### src/verilog/csi_pkg.sv
package csi_pkg;

    // ------------------------------------------------------------
    // Bus geometry and register offsets.
    // ------------------------------------------------------------
    localparam int ADDR_W = 6;
    localparam int DATA_W = 4;
    localparam logic [5:0] OFF_PIN_FUNC = 6'h04;
    localparam logic [5:0] OFF_CTRL_PRI = 6'h05;
    localparam logic [5:0] OFF_DATA_LO = 6'h06;
    localparam logic [5:0] OFF_DATA_HI = 6'h07;
    localparam logic [5:0] OFF_MISC = 6'h0c;
    localparam logic [5:0] OFF_STATUS = 6'h23;
    localparam logic [5:0] OFF_CTRL_SEC = 6'h28;
    localparam logic [5:0] OFF_IRQ_CLR = 6'h2c;
    localparam logic [5:0] OFF_IRQ_EN = 6'h2d;
    localparam logic [5:0] OFF_START = 6'h2e;

    // ------------------------------------------------------------
    // Field positions.
    // ------------------------------------------------------------
    localparam int PRI_PIN_BIT = 3;
    localparam int SEC_DIV_BIT = 0;
    localparam int SEC_IDLE_BIT = 1;
    localparam int MISC_PULLUP_BIT = 3;
    localparam int PIN_TX_BIT = 0;
    localparam int PIN_RX_BIT = 1;
    localparam int ST_XFER_BIT = 0;
    localparam int ST_WAIT_BIT = 1;
    localparam int ST_DONE_BIT = 2;
    localparam int ST_ABORT_BIT = 3;

    // ------------------------------------------------------------
    // Reset values, codes and timing.
    // ------------------------------------------------------------
    localparam logic [1:0] RST_PIN_FUNC = 2'h0;
    localparam logic [3:0] RST_CTRL_PRI = 4'h0;
    localparam logic [3:0] RST_MISC = 4'h0;
    localparam logic RST_DIV_SEL = 1'b0;
    localparam logic RST_IDLE_LVL = 1'b0;
    localparam logic [3:0] RST_IRQ_EN = 4'h0;
    localparam logic [2:0] CLK_CODE_SYS = 3'h6;
    localparam logic [2:0] CLK_CODE_EXT = 3'h7;
    localparam logic [1:0] PIN_MODE_CONT = 2'h0;
    localparam logic [2:0] FRAME_LAST = 3'h7;
    localparam logic [1:0] CTRL_DELAY = 2'h2;
    localparam int CLK_PERIOD_NS = 25;
    localparam int TCYC_NS = 25;
    localparam int TCYC_CYCLES = (TCYC_NS + CLK_PERIOD_NS - 1) / CLK_PERIOD_NS;
    localparam int HALF_SHIFT_TOP = 11;

    typedef enum logic [1:0] {
        ST_IDLE,
        ST_CLKWAIT,
        ST_XFER,
        ST_CONT
    } csi_state_e;

endpackage

### src/verilog/csi_tick_if.sv
`timescale 1ns/1ps
// Transmit clock edge events shared by the generator, shifter and control.
interface csi_tick_if;
    logic fall;
    logic rise;
    logic active;
    modport src (output fall, output rise);
    modport dst (input fall, input rise, input active);
    modport ctl (input fall, input rise, output active);
endinterface

### src/verilog/csi_clkgen.sv
`timescale 1ns/1ps
module csi_clkgen
    import csi_pkg::*;
(
    input wire logic clk,
    input wire logic reset,
    input wire logic run,
    input wire logic ext_mode,
    input wire logic sck_sync,
    input wire logic [2:0] code,
    input wire logic div_sel,
    csi_tick_if.src tick
);
    import csi_pkg::*;

    logic [12:0] cnt_q;
    logic [12:0] half;
    logic [3:0] shift_amt;
    logic phase_q;
    logic ext_prev_q;

    // ------------------------------------------------------------
    // Half period in clock cycles.
    // ------------------------------------------------------------
    // The extra divide by two doubles every prescaler half period.
    always_comb begin
        shift_amt = 4'(HALF_SHIFT_TOP) - {code, 1'b0} + {3'h0, div_sel};
        if (code == CLK_CODE_SYS) begin
            half = 13'(TCYC_CYCLES);
        end else begin
            half = 13'(TCYC_CYCLES) << shift_amt;
        end
    end

    // Internal clock: idles high and restarts its phase whenever stopped.
    always_ff @(posedge clk) begin
        if (reset || !run) begin
            cnt_q <= 13'h0;
            phase_q <= 1'b1;
        end else if (cnt_q == half - 13'h1) begin
            cnt_q <= 13'h0;
            phase_q <= !phase_q;
        end else begin
            cnt_q <= cnt_q + 13'h1;
        end
    end

    // Previous synchronised pin level, for edge detection in external mode.
    always_ff @(posedge clk) begin
        if (reset) begin
            ext_prev_q <= 1'b1;
        end else begin
            ext_prev_q <= sck_sync;
        end
    end

    // Edge events as one-cycle pulses.
    always_comb begin
        if (ext_mode) begin
            tick.fall = ext_prev_q && !sck_sync;
            tick.rise = !ext_prev_q && sck_sync;
        end else begin
            tick.fall = run && phase_q && (cnt_q == half - 13'h1);
            tick.rise = run && !phase_q && (cnt_q == half - 13'h1);
        end
    end

endmodule

### src/verilog/csi_shifter.sv
`timescale 1ns/1ps
module csi_shifter
    import csi_pkg::*;
(
    input wire logic clk,
    input wire logic load_lo,
    input wire logic load_hi,
    input wire logic [DATA_W-1:0] wdata,
    input wire logic rx_bit,
    csi_tick_if.dst tick,
    output logic [7:0] data
);
    import csi_pkg::*;

    // The data register has no reset value, so software loads it before a frame.
    // Receive data enters at the top so the first bit ends up at bit 0.
    always_ff @(posedge clk) begin
        if (tick.active && tick.rise) begin
            data <= {rx_bit, data[7:1]};
        end else if (load_lo) begin
            data[3:0] <= wdata;
        end else if (load_hi) begin
            data[7:4] <= wdata;
        end
    end

endmodule

### src/verilog/csi_top.sv
// The plain strobed port was decided locally.
`timescale 1ns/1ps
// Contract
// - Ending a frame by control write or start during the first low clock pulse sets no done flag.
// - Any primary control write stops the clock and clears the bit counter; after the first low clock pulse it also flags an interrupted frame.
// - A primary control value takes effect two cycles after the write; software waits before starting.
// - Clock codes 0 to 5 pick the prescaler, code 6 the system clock, and both drive the clock pin when primary bit 3 is set.
// - Secondary bit 0 divides the prescaler by a further 2 and is reset together with secondary bit 1.
// - In idle states secondary bit 1 sets the data-out level at once when written.
// - Data leaves LSB first on falling clock edges and enters LSB first on rising edges.
// - Misc bit 3 turns the data-out pull-up on, the register being write-only and reset to zero.
// - With the clock pin function, pin bits pick continuous clock (codes 0 to 6 only), transmit, receive or both.
// - Start clears the counter, rising edges count, the eighth edge or an abort flags, and a control write or an internal eighth edge stops.
module csi_top
    import csi_pkg::*;
(
    input wire logic clk,
    input wire logic reset,
    input wire logic [csi_pkg::ADDR_W-1:0] reg_addr,
    input wire logic [csi_pkg::DATA_W-1:0] reg_wdata,
    input wire logic reg_wr,
    input wire logic reg_rd,
    output logic [csi_pkg::DATA_W-1:0] reg_rdata,
    input wire logic sck_i,
    output logic sck_o,
    output logic sck_oe,
    input wire logic si_i,
    output logic so_o,
    output logic so_oe,
    output logic so_pullup,
    output logic irq
);
    import csi_pkg::*;

    // ------------------------------------------------------------
    // Declarations.
    // ------------------------------------------------------------
    csi_tick_if tick ();
    csi_state_e state_q;
    logic [1:0] pin_func_q;
    logic [3:0] ctrl_pend_q;
    logic [3:0] ctrl_q;
    logic [1:0] ctrl_wait_q;
    logic div_sel_q;
    logic idle_lvl_q;
    logic [3:0] misc_q;
    logic [3:0] stat_q;
    logic [3:0] irq_en_q;
    logic [2:0] bit_cnt_q;
    logic sck_meta_q;
    logic sck_sync_q;
    logic si_meta_q;
    logic si_sync_q;
    logic [7:0] sh_data;
    logic wr_pri;
    logic wr_sec;
    logic start_cmd;
    logic pin_is_sck;
    logic int_mode;
    logic gen_run;
    logic idle_state;
    logic frame_done;
    logic frame_abort;
    logic [3:0] stat_set;
    logic [3:0] stat_clr;
    logic [3:0] state_bits;

    // ------------------------------------------------------------
    // Decode and mode.
    // ------------------------------------------------------------
    assign wr_pri = reg_wr && (reg_addr == OFF_CTRL_PRI);
    assign wr_sec = reg_wr && (reg_addr == OFF_CTRL_SEC);
    assign start_cmd = reg_wr && (reg_addr == OFF_START);
    assign pin_is_sck = ctrl_q[PRI_PIN_BIT];
    assign int_mode = pin_is_sck && (ctrl_q[2:0] != CLK_CODE_EXT);
    assign idle_state = (state_q == ST_IDLE) || (state_q == ST_CLKWAIT);
    assign gen_run = int_mode && !idle_state || int_mode && (state_q == ST_CLKWAIT);
    assign tick.active = (state_q == ST_XFER);

    // A frame ends on the eighth rising edge or on an abort while transferring.
    // During the first low pulse the counter is still zero, so no flag is raised.
    assign frame_done = (state_q == ST_XFER) && tick.rise && (bit_cnt_q == FRAME_LAST);
    assign frame_abort = (state_q == ST_XFER) && (wr_pri || start_cmd) && (bit_cnt_q != 3'h0);

    // ------------------------------------------------------------
    // Pin synchronisers.
    // ------------------------------------------------------------
    // Both pins come from outside and pass two flops before any use.
    always_ff @(posedge clk) begin
        if (reset) begin
            sck_meta_q <= 1'b1;
            sck_sync_q <= 1'b1;
            si_meta_q <= 1'b0;
            si_sync_q <= 1'b0;
        end else begin
            sck_meta_q <= sck_i;
            sck_sync_q <= sck_meta_q;
            si_meta_q <= si_i;
            si_sync_q <= si_meta_q;
        end
    end

    // ------------------------------------------------------------
    // Submodules.
    // ------------------------------------------------------------
    csi_clkgen u_clkgen (
        .clk(clk),
        .reset(reset),
        .run(gen_run),
        .ext_mode(!int_mode),
        .sck_sync(sck_sync_q),
        .code(ctrl_q[2:0]),
        .div_sel(div_sel_q),
        .tick(tick.src)
    );

    csi_shifter u_shifter (
        .clk(clk),
        .load_lo(reg_wr && (reg_addr == OFF_DATA_LO)),
        .load_hi(reg_wr && (reg_addr == OFF_DATA_HI)),
        .wdata(reg_wdata),
        .rx_bit(pin_func_q[PIN_RX_BIT] && si_sync_q),
        .tick(tick.dst),
        .data(sh_data)
    );

    // ------------------------------------------------------------
    // Configuration registers.
    // ------------------------------------------------------------
    // Pin function and misc registers are write-only and reset to zero.
    always_ff @(posedge clk) begin
        if (reset) begin
            pin_func_q <= RST_PIN_FUNC;
            misc_q <= RST_MISC;
            irq_en_q <= RST_IRQ_EN;
        end else if (reg_wr) begin
            if (reg_addr == OFF_PIN_FUNC) begin
                pin_func_q <= reg_wdata[1:0];
            end
            if (reg_addr == OFF_MISC) begin
                misc_q <= reg_wdata;
            end
            if (reg_addr == OFF_IRQ_EN) begin
                irq_en_q <= reg_wdata;
            end
        end
    end

    // The primary value waits two cycles, so a start issued too early still
    // runs with the previous clock choice.
    always_ff @(posedge clk) begin
        if (reset) begin
            ctrl_pend_q <= RST_CTRL_PRI;
            ctrl_q <= RST_CTRL_PRI;
            ctrl_wait_q <= 2'h0;
        end else if (wr_pri) begin
            ctrl_pend_q <= reg_wdata;
            ctrl_wait_q <= CTRL_DELAY - 2'h1;
        end else if (ctrl_wait_q != 2'h0) begin
            ctrl_wait_q <= ctrl_wait_q - 2'h1;
            if (ctrl_wait_q == 2'h1) begin
                ctrl_q <= ctrl_pend_q;
            end
        end
    end

    // The divide select and the idle level are both reset to fixed start values.
    always_ff @(posedge clk) begin
        if (reset) begin
            div_sel_q <= RST_DIV_SEL;
            idle_lvl_q <= RST_IDLE_LVL;
        end else if (wr_sec) begin
            div_sel_q <= reg_wdata[SEC_DIV_BIT];
            idle_lvl_q <= reg_wdata[SEC_IDLE_BIT];
        end
    end

    // ------------------------------------------------------------
    // Transfer state machine.
    // ------------------------------------------------------------
    // A control write wins over start and over clock edges in the same cycle.
    always_ff @(posedge clk) begin
        if (reset) begin
            state_q <= ST_IDLE;
            bit_cnt_q <= 3'h0;
        end else if (wr_pri) begin
            state_q <= ST_IDLE;
            bit_cnt_q <= 3'h0;
        end else if (start_cmd) begin
            state_q <= ST_CLKWAIT;
            bit_cnt_q <= 3'h0;
        end else begin
            case (state_q)
                ST_CLKWAIT: begin
                    if (tick.fall && pin_is_sck) begin
                        if (int_mode && (pin_func_q == PIN_MODE_CONT)) begin
                            state_q <= ST_CONT;
                        end else begin
                            state_q <= ST_XFER;
                        end
                    end
                end
                ST_XFER: begin
                    if (tick.rise) begin
                        bit_cnt_q <= bit_cnt_q + 3'h1;
                        if (bit_cnt_q == FRAME_LAST) begin
                            state_q <= int_mode ? ST_IDLE : ST_CLKWAIT;
                        end
                    end
                end
                ST_IDLE: begin
                    state_q <= ST_IDLE;
                end
                ST_CONT: begin
                    state_q <= ST_CONT;
                end
                default: begin
                    state_q <= ST_IDLE;
                end
            endcase
        end
    end

    // ------------------------------------------------------------
    // Pin drivers.
    // ------------------------------------------------------------
    // The clock pin is an output for every internal source when primary bit 3 is set, and idles high.
    always_ff @(posedge clk) begin
        if (reset) begin
            sck_o <= 1'b1;
            sck_oe <= 1'b0;
        end else begin
            sck_oe <= int_mode;
            if (!gen_run) begin
                sck_o <= 1'b1;
            end else if (tick.fall) begin
                sck_o <= 1'b0;
            end else if (tick.rise) begin
                sck_o <= 1'b1;
            end
        end
    end

    // Data out takes the idle level when it is written in idle states and the frame on falling edges.
    // The idle level cannot be changed once a frame is running.
    always_ff @(posedge clk) begin
        if (reset) begin
            so_o <= RST_IDLE_LVL;
            so_oe <= 1'b0;
            so_pullup <= 1'b0;
        end else begin
            so_oe <= pin_func_q[PIN_TX_BIT];
            so_pullup <= misc_q[MISC_PULLUP_BIT];
            if (wr_sec && idle_state) begin
                so_o <= reg_wdata[SEC_IDLE_BIT];
            end else if (tick.fall && pin_is_sck && (state_q == ST_XFER || state_q == ST_CLKWAIT)
                         && !(int_mode && pin_func_q == PIN_MODE_CONT)) begin
                so_o <= sh_data[0];
            end
        end
    end

    // ------------------------------------------------------------
    // Interrupt status and read data.
    // ------------------------------------------------------------
    assign stat_set = {frame_abort, frame_done || frame_abort, 2'h0};
    assign stat_clr = (reg_wr && reg_addr == OFF_IRQ_CLR) ? reg_wdata : 4'h0;
    assign state_bits = {2'h0, state_q == ST_CLKWAIT, state_q == ST_XFER};

    // A new event in the clearing cycle survives the clear.
    always_ff @(posedge clk) begin
        if (reset) begin
            stat_q <= 4'h0;
            irq <= 1'b0;
        end else begin
            stat_q <= (stat_q & ~stat_clr) | stat_set;
            irq <= |(stat_q & irq_en_q);
        end
    end

    // Write-only and unmapped addresses read as zero.
    always_ff @(posedge clk) begin
        if (reset) begin
            reg_rdata <= 4'h0;
        end else if (reg_rd) begin
            case (reg_addr)
                OFF_DATA_LO: reg_rdata <= sh_data[3:0];
                OFF_DATA_HI: reg_rdata <= sh_data[7:4];
                OFF_STATUS: reg_rdata <= stat_q | state_bits;
                OFF_IRQ_EN: reg_rdata <= irq_en_q;
                default: reg_rdata <= 4'h0;
            endcase
        end else begin
            reg_rdata <= 4'h0;
        end
    end
endmodule

### config.mk
export PLATFORM = sky130hd
export DESIGN_NAME = csi_top
export DESIGN_NICKNAME = d
export VERILOG_FILES = /design/src/verilog/csi_pkg.sv /design/src/verilog/csi_tick_if.sv /design/src/verilog/csi_clkgen.sv /design/src/verilog/csi_shifter.sv /design/src/verilog/csi_top.sv
export SDC_FILE = /design/constraint.sdc
export NUM_CORES = 1
export LEC_CHECK = 0
export ABC_AREA = 1
export BUFFER_PORTS_ARGS = -buffer_cell sky130_fd_sc_hd__buf_2
export CAP_MARGIN = 20
export CORE_ASPECT_RATIO = 0.8
export CORE_MARGIN = 4
export CORE_UTILIZATION = 40
export CTS_CLUSTER_DIAMETER = 80
export DETAILED_ROUTE_END_ITERATION = 8
export GPL_TIMING_DRIVEN = 0
export PLACE_DENSITY = 0.57
export SLEW_MARGIN = 20
export SYNTH_ARGS = -nofsm -noshare
export SYNTH_HDL_FRONTEND = slang
export SYNTH_SLANG_ARGS = --single-unit
### constraint.sdc
create_clock -name clk -period 3.3 [get_ports clk]
set_input_delay 0.165 -clock clk [delete_from_list [all_inputs] [get_ports clk]]
set_output_delay 0.165 -clock clk [all_outputs]
set_load 0.02 [all_outputs]
# Word level (Yosys, flattened, before mapping)
# Index checks and enable logic that the tools add are counted.
[word_totals]
regBits = 67
latchBits = 0
ramBits = 0
romBits = 0
out_inout_bits = 10
memories = 0
[op_classes]
add_sub_neg = 6
multipliers = 0
n_div = 0
order_cmp = 0
eq_ne = 25
shift = 1
muxes = 22
n_bitwise = 8
reduce_logical = 60
[op_table]
columns = ["op", "n"]
rows = [
  ["6-bit equality test, second input constant", 5],
  ["1-bit logical AND", 25],
  ["6-bit by 3-bit equality test with 1-bit output, second input constant", 4],
  ["4-bit 2-to-1 mux", 4],
  ["4-bit case mux with 4 select lines", 1],
  ["13-bit by 1-bit adder with 13-bit output, second input constant", 1],
  ["13-bit equality test", 1],
  ["13-bit 2-to-1 mux", 1],
  ["1-bit by 4-bit << shifter with 13-bit output, first input constant", 1],
  ["13-bit by 1-bit subtractor with 13-bit output, second input constant", 1],
  ["2-bit nonzero test", 6],
  ["1-bit 2-to-1 mux", 11],
  ["2-bit AND reduction", 5],
  ["3-bit AND reduction", 3],
  ["4-bit bitwise AND", 2],
  ["8-bit 2-to-1 mux", 1],
  ["2-bit case mux with 4 select lines", 1],
  ["2-bit OR reduction", 4],
  ["3-bit equality test, second input constant", 2],
  ["6-bit by 4-bit equality test with 1-bit output, second input constant", 1],
  ["1-bit logical NOT", 6],
  ["1-bit logical OR", 6],
  ["2-bit 2-to-1 mux", 3],
  ["3-bit by 2-bit inequality test with 1-bit output, second input constant", 2],
  ["other kinds (17)", 25],
]

# Depth between registers and ports, before layout
# Gate-level depths: netlist of the first run.
[logic_depth]
word_depth = 13
ltp_mapped = 21

# Hierarchy
# A second synthesis of the first run with hierarchy kept.
[hier_totals]
cells_unflattened = 510
hier_area_um2 = 3646.0
[modules_own_cells]
columns = ["module", "n_inst", "cells_per_inst", "area_per_inst_um2"]
rows = [
  ["csi_top", 1, 275, 1954.4],
  ["csi_clkgen", 1, 200, 1298.7],
  ["csi_shifter", 1, 35, 392.9],
]

# Least setup slack after synthesis of the first run
# Ideal clock, no wire load.
[synth_timing]
path_type = "register to register"
start = "register ctrl_q[0]"
end = "register u_shifter.data[0] (enable)"
setup_ns = 0.361
arrival_ns = 2.100
required_ns = 2.939
setup_slack_ns = 0.839
stages_incl_launch_ff = 14
cell_sequence = "dfxtp_1 > inv_4 > nor2_4 > nand2_1 > ha_1 > xnor2_1 > nor2_1 > nand4_1 > nor3_2 > nand3_2 > nand2_4 > nand2_4 > buf_6 > o21ai_0"
[synth_between]
elab_chain_cells = 10
elab_cells_between_ends = 17
[synth_lines]
columns = ["element", "line_no", "text"]
rows = [
  ["start, declared", "csi_top.sv:42", "logic [3:0] ctrl_q;"],
  ["start signal, assigned", "csi_top.sv:162", "ctrl_q <= ctrl_pend_q;"],
  ["4-bit subtractor", "csi_clkgen.sv:27", "shift_amt = 4'(HALF_SHIFT_TOP) - {code, 1'b0} + {3'h0, div_sel};"],
  ["4-bit by 1-bit adder with 4-bit output", "csi_clkgen.sv:27", ""],
  ["1-bit by 4-bit << shifter with 13-bit output", "csi_clkgen.sv:31", "half = 13'(TCYC_CYCLES) << shift_amt;"],
  ["13-bit 2-to-1 mux", "csi_clkgen.sv:28", "if (code == CLK_CODE_SYS) begin"],
  ["13-bit by 1-bit subtractor with 13-bit output", "csi_clkgen.sv:64", "tick.rise = run && !phase_q && (cnt_q == half - 13'h1);"],
  ["13-bit equality test", "csi_clkgen.sv:64", ""],
  ["1-bit logical AND", "csi_clkgen.sv:64", ""],
  ["1-bit 2-to-1 mux (*)", "csi_clkgen.sv:59", "if (ext_mode) begin"],
  ["1-bit logical AND (*)", "csi_shifter.sv:18", "if (tick.active && tick.rise) begin"],
  ["2-bit nonzero test (no source line) (*)", "--", ""],
  ["end signal, assigned", "csi_shifter.sv:19", "data <= {rx_bit, data[7:1]};"],
  ["end signal, assigned", "csi_shifter.sv:21", "data[3:0] <= wdata;"],
  ["end, declared", "csi_shifter.sv:11", "output logic [7:0] data"],
]
# Every way passes the cells marked *; elsewhere a longest branch is shown, timed or not.
# A chain may end at the register's enable or synchronous reset.

# Final worst setup path of the first run
[layout_timing]
start = "register ctrl_q[0]"
end = "register u_shifter.data[3] (enable)"
# The elaborated chain is that of the path after synthesis.

==> impl_metrics.json, run 1 <==
{
  "status": "complete, no violations",
  "maxCapViolCount": 0,
  "tightest_slew_ns": 0.681,
  "synth_edf_count": 8,
  "netlist.area_leader.share": 0.319,
  "grt_max_degree": 12,
  "post_drt_wl_per_cell_microns": 13.4,
  "max-slew-margin-rel": 0.542,
  "synthXorXnorAreaFrac": 0.00996,
  "synthSimpleGateAreaFrac": 0.344,
  "start_util": 0.413,
  "synth_cell_type_count": 44,
  "clk_pin_slew_ns": 0.07,
  "core.rowCount": 30,
  "r2r_start": "ctrl_q[0]$_SDFFE_PP0P_",
  "dp.cells": 637,
  "insertedDiodeCount": 0,
  "cts_buffers": 9,
  "seq_area_frac_synth": 0.387,
  "synth_top_family_by_area": "simple AND/OR/NAND/NOR gates",
  "detail-route-antenna-nets": 0,
  "worstPathArrival_ns": 2.86,
  "antenna_found_initial": 0,
  "grt_pass1_wl_mm": 14.4,
  "design.die.area_sq_um": 10400,
  "rsz0062_at_grt": "false",
  "synth_adder_area_share": 0.0391,
  "wirelength_mm": 8.77,
  "final-setup-viol-count": 0,
  "peakVddDrop_v": 0.000314,
  "ys.flop_type": "dfxtp_1",
  "synth_nets": 527,
  "drt-vias-per-instance": 4.96,
  "crit_path_start_kind": "flop",
  "finClkSkew_ns": 0.00775,
  "synthTopCellsByArea": "dfxtp_1 (32%), nand2_1 (13%), inv_1 (7.0%), edfxtp_1 (6.8%), nor2_1 (5.9%)",
  "clkLatencyLatePin_ns": 0.34,
  "syn_to_final_growth_pct": 14.1,
  "yosysWarnings": 0,
  "place.port_buffers": 25,
  "cp-end-kind": "flop",
  "whs_ns": 0.0210,
  "power_mw": 2.02,
  "crit_type": "flop to flop",
  "path_cells": "inv_4 > nor2_4 > nand2_1 > ha_1 > xnor2_1 > nor2_1 > nand4_1 > nor3_2 > nand3_2 > nand2_4 > nand2_4 > buf_6 > o21ai_0",
  "grt_use_met3": 0.0508,
  "startpoint": "ctrl_q[0]$_SDFFE_PP0P_",
  "num_vias": 3246,
  "period_minus_slack_ns": 2.87,
  "dr.first_iter.drc_count": 277,
  "hold_violations": 0,
  "drc": 0,
  "drive_above_1_share": 0.157,
  "muxShareOfSynthArea": 0,
  "hp-class": "primary input to flop",
  "p_per_area_nw_per_um2": 504,
  "cts_setup_buffers": 0,
  "nNetsFinal": 564,
  "hp-start": "si_i",
  "die_y_microns": 91.9,
  "dr.pass1.iters": 5,
  "drv_slew": 0,
  "fmax_mhz": 348,
  "crit_top_cell": "nand2_4",
  "synth-compound-area-share": 0.127,
  "synth_top_cell_by_area": "dfxtp_1",
  "ctsResizeCount": 0,
  "slowest_stage": "dfxtp_1",
  "grt.busiest_layer": "met1",
  "cts_tree": "built",
  "fin_cells": 654,
  "min_period_over_period": 0.871,
  "netlist_instances": 500,
  "gp_congestion": 0.890,
  "die_w_microns": 113,
  "cts_buffer_depth": 2,
  "grt_pass1_vias": 2859,
  "fin_setup_tns_ns": 0,
  "synthArstFlopShare": 0,
  "fp.coreArea_sq_um": 8520,
  "final.fill_count": 877,
  "ys_ff_latch": 64,
  "final_core_util": 0.471,
  "regArea_sq_um": 1360,
  "syn_avg_cell_area_sq_um": 7.04,
  "critPathMaxFanout": 10,
  "cts_htree_levels": 3,
  "cts.sinks": 64,
  "syn-cell-area_sq_um": 3520,
  "worst_path_largest_cell_delay_ns": 0.52,
  "grt_use_total": 0.178,
  "grt_overflow": 0,
  "grtUsageMet1": 0.283,
  "hpwl_mm": 6.87,
  "num_io_pins": 26,
  "met2_usage": 0.227,
  "cp.required_ns": 3.28,
  "leakage_nw": 1.83,
  "multiInputGateArea_sq_um": 1830,
  "cts-root-buf": "clkbuf_8"
}
## cells by family (layout without fill, tap and decap cells)
logic type	count (synthesis)	count (layout)
and+or+nand+nor	264	264
adders and majority gates	11	11
AOI/OAI and AO/OA	77	77
DFF	64	64
xor gates and xnor gates	4	4
buffers and inverters	80	122
## cell type report
| cell class | count | area share |
|---|---|---|
| Clock inverter | 6 | 0.0206 |
| Tap cell | 112 | 0.0349 |
| Inverter | 72 | 0.0692 |
| Buffer | 8 | 0.0128 |
| Clock buffer | 10 | 0.0343 |
| Sequential cell | 64 | 0.339 |
| Timing Repair Buffer | 26 | 0.0337 |
| Multi-Input combinational cell | 356 | 0.455 |
## layer usage
layer	up-vias	wire length, microns
met5	-	0
met4	0	106
met2	86	3300
met1	1453	4750
met3	8	610
li1	1699	-
## stage by stage
step | setup slack (ns) | cell area, sq um
detailed placement | 0.440 | 3780
global placement | 0.425 | 3780
finish | 0.426 | 4010
CTS | 0.422 | 4010
floorplan | 0.839 | 3520
global route | 0.221 | 4010
## flip-flops by register name (all words and copies together) (netlist names), 2 cells and up
register        flops
u_clkgen.cnt_q     13
u_shifter.data      8
ctrl_pend_q         4
ctrl_q              4
irq_en_q            4
reg_rdata           4
stat_q              4
bit_cnt_q           3
ctrl_wait_q         2
pin_func_q          2
state_q             2
## placed cells by master (no fill, tap or decap), types with 8 or more instances in the layout
cell      instances
nand2_1         125
inv_1            66
dfxtp_1          56
nor2_1           55
nand3_1          34
o21ai_0          29
a21oi_1          28
buf_2            27
nand4_1          12
ha_1             11
clkbuf_8         10
nand2_2           9
edfxtp_1          8
## critical path: cells and delay by family, from the launching register on
kind	cells	cell delay, ns
buf+inv	2	0.26
xor+xnor	1	0.13
fa+ha+maj	1	0.29
compound gates	1	0.25
simple gates	8	1.07
flops	1	0.52
## synthesized netlist by cell type, drive strengths merged, types with 3 or more instances
master    n
nor3      5
a41oi     3
inv      71
ha       11
nand3    36
xor2      3
o211ai    3
o21ai    32
nor2     62
a21oi    29
or2       4
dfxtp    56
nand4    13
buf       6
nand2   139
edfxtp    8
## final timing paths
path	end	slack, ns	depth (start not counted)
worst min register to register	si_sync_q$_SDFF_PP0_	0.41	2
worst min-delay path	si_meta_q$_SDFF_PP0_	0.02	3
worst max register to register	u_shifter.data[3]$_DFFE_PP_	0.43	13
worst max-delay path	u_shifter.data[3]$_DFFE_PP_	0.43	13
## power breakdown
part / leakage, nW / total, mW / internal, mW / switching (mW)
Clock: 0.112 / 0.760 / 0.442 / 0.318
Combinational: 1.20 / 0.426 / 0.143 / 0.283
Sequential: 0.525 / 0.839 / 0.814 / 0.0248
## timing repair
| item | in CTS | in global routing |
|---|---|---|
| setup endpoints to repair | 0 | 0 |
| endpoints found under the hold margin | 1 | 0 |
| hold buffers | 1 | 0 |
No activity file was read; power rests on OpenSTA's default activity.
==> run 2: changes to the inputs <==
CORE_ASPECT_RATIO = 1.4   (was 0.8)
REMOVE_ABC_BUFFERS = 1   (was not set)
==> impl_metrics.json, run 2 (synthesis gave the netlist of run 1 again) <==
{
  "grt_max_degree": 22,
  "insertedDiodeCount": 0,
  "antenna_found_initial": 0,
  "start_util": 0.409,
  "min_to": "sck_meta_q$_SDFF_PP1_",
  "r2r_slack_ns": 0.37,
  "post_drt_wl_per_cell_microns": 13.4,
  "place.port_buffers": 25,
  "cts_buffers": 9,
  "core.rowCount": 40,
  "design.die.area_sq_um": 10400,
  "drive_above_1_share": 0.148,
  "fin_cells": 638,
  "critPathMaxFanout": 12,
  "fp.coreArea_sq_um": 8610,
  "rsz0062_at_grt": "false",
  "dp.cells": 622,
  "dr.first_iter.drc_count": 80,
  "top_register": "u_clkgen.cnt_q",
  "drc": 0,
  "p_per_area_nw_per_um2": 520,
  "cp-end-kind": "flop",
  "path_cells": "nand2_1 > inv_2 > nand2_1 > ha_1 > xnor2_1 > nor2_1 > nand4_1 > nor3_2 > nand3_2 > nand2_4 > nand2_4 > o21ai_0",
  "drv_slew": 0,
  "fin_area_sq_um": 3990,
  "hp-start": "sck_i",
  "slowest_stage": "dfxtp_1",
  "worst_slack_ns": 0.367,
  "cts.sinks": 64,
  "drt-vias-per-instance": 5.06,
  "syn_to_final_growth_pct": 13.3,
  "die_w_microns": 87.3,
  "nNetsFinal": 555,
  "largest_reg_flops": 13,
  "maxCapViolCount": 0,
  "grt_overflow": 0,
  "cts_htree_levels": 3,
  "reg2reg_depth": 12,
  "status": "complete, no violations",
  "whs_ns": 0.0285,
  "grt_pass1_vias": 3127,
  "ctsResizeCount": 0,
  "path_delay_family": "simple AND/OR/NAND/NOR gates",
  "dp_slack_ns": 0.360,
  "worst_path_largest_cell_delay_ns": 0.62,
  "die_y_microns": 119,
  "min_delay_path_depth": 2,
  "grt_pass1_wl_mm": 14.5,
  "cts-root-buf": "clkbuf_16",
  "cts_setup_buffers": 0,
  "cts_buffer_depth": 2,
  "num_io_pins": 26,
  "num_vias": 3226,
  "final-setup-viol-count": 0,
  "leakage_nw": 1.82,
  "hp-class": "primary input to flop",
  "fmax_mhz": 341,
  "detail-route-antenna-nets": 0,
  "crit_path_start_kind": "flop",
  "grt_use_total": 0.179,
  "fin_setup_tns_ns": 0,
  "dr.pass1.iters": 5,
  "clk_pin_slew_ns": 0.05,
  "placed_cell_area_sq_um": 3720,
  "hold_buffers": 0,
  "peakVddDrop_v": 0.000295,
  "cts_tree": "built",
  "hold_violations": 0,
  "final_common_cell": "nand2_1",
  "cp.required_ns": 3.26,
  "tightest_slew_ns": 0.727,
  "gp_congestion": 0.893,
  "crit_type": "flop to flop",
  "clkLatencyLatePin_ns": 0.33,
  "period_minus_slack_ns": 2.93,
  "min_period_over_period": 0.889,
  "max-slew-margin-rel": 0.511,
  "mostFrequentLayoutCells": "nand2_1 (125), inv_1 (66), dfxtp_1 (56)",
  "hpwl_mm": 6.79,
  "largestRegisters": "u_clkgen.cnt_q (13), u_shifter.data (8)",
  "rr_endpoint": "u_shifter.data[1]$_DFFE_PP_",
  "r2r_start": "ctrl_q[2]$_SDFFE_PP0P_",
  "worstPathArrival_ns": 2.89,
  "finClkSkew_ns": 0.00392,
  "critPathBufInv": 1,
  "wirelength_mm": 8.53
}
[run 2: cell types whose count changed in the layout (fill, tap and decap cells not counted)]
| cell | previous run | this run |
|---|---|---|
| buf_6 | 2 | 0 |
| clkinvlp_4 | 1 | 2 |
| bufinv_16 | 2 | 0 |
| clkinv_2 | 3 | 4 |
| buf_1 | 1 | 0 |
| buf_4 | 1 | 0 |
| clkbuf_16 | 0 | 9 |
| clkbuf_8 | 10 | 0 |
| clkinv_1 | 0 | 1 |
| dlygate4sd3_1 | 1 | 0 |
| clkbuf_1 | 2 | 0 |
| buf_2 | 27 | 25 |
[run 2: power by group]
part           switching [mW]  internal (mW)  leakage (nW)
clock network           0.333          0.499         0.128
logic                   0.252          0.131          1.16
registers              0.0425          0.816         0.525
[run 2: worst max-delay path by stage]
stage | from | endpoint | slack, ns | cells past startpoint
final | ctrl_q[2]$_SDFFE_PP0P_ | u_shifter.data[1]$_DFFE_PP_ | 0.37 | 12
after global routing | ctrl_q[2]$_SDFFE_PP0P_ | u_shifter.data[2]$_DFFE_PP_ | 0.09 | 13
after CTS | ctrl_q[2]$_SDFFE_PP0P_ | u_shifter.data[3]$_DFFE_PP_ | 0.34 | 12
after detailed placement | ctrl_q[2]$_SDFFE_PP0P_ | u_shifter.data[1]$_DFFE_PP_ | 0.36 | 12
after global placement | ctrl_q[2]$_SDFFE_PP0P_ | u_shifter.data[0]$_DFFE_PP_ | 0.36 | 12
after floorplan | ctrl_q[2]$_SDFFE_PP0P_ | u_shifter.data[0]$_DFFE_PP_ | 0.82 | 12
[run 2: through the flow]
stage / utilization / power [mW]
2_1_floorplan: - / 1.16
3_3_place_gp: 0.433 / 1.25
3_5_place_dp: 0.433 / 1.26
4_1_cts: 0.463 / 2.10
5_1_grt: 0.463 / 2.20
6_report: 0.463 / 2.07
[run 2: final cells by class]
class | count | area, sq um
timing repair buffer | 25 | 125
clock buffer | 9 | 225
inverter | 72 | 278
sequential | 64 | 1360
fill | 915 | 4620
multi-input combinational | 356 | 1830
tap | 105 | 131
clock inverter | 7 | 38.8
[run 2: metal layers]
metal / up-vias / share of wire / GRT usage
li1: 1677 / - / -
met1: 1472 / 0.39 / 0.187
met2: 54 / 0.55 / 0.328
met3: 23 / 0.028 / 0.0367
met4: 0 / 0.034 / 0.0883
met5: - / 0 / 0
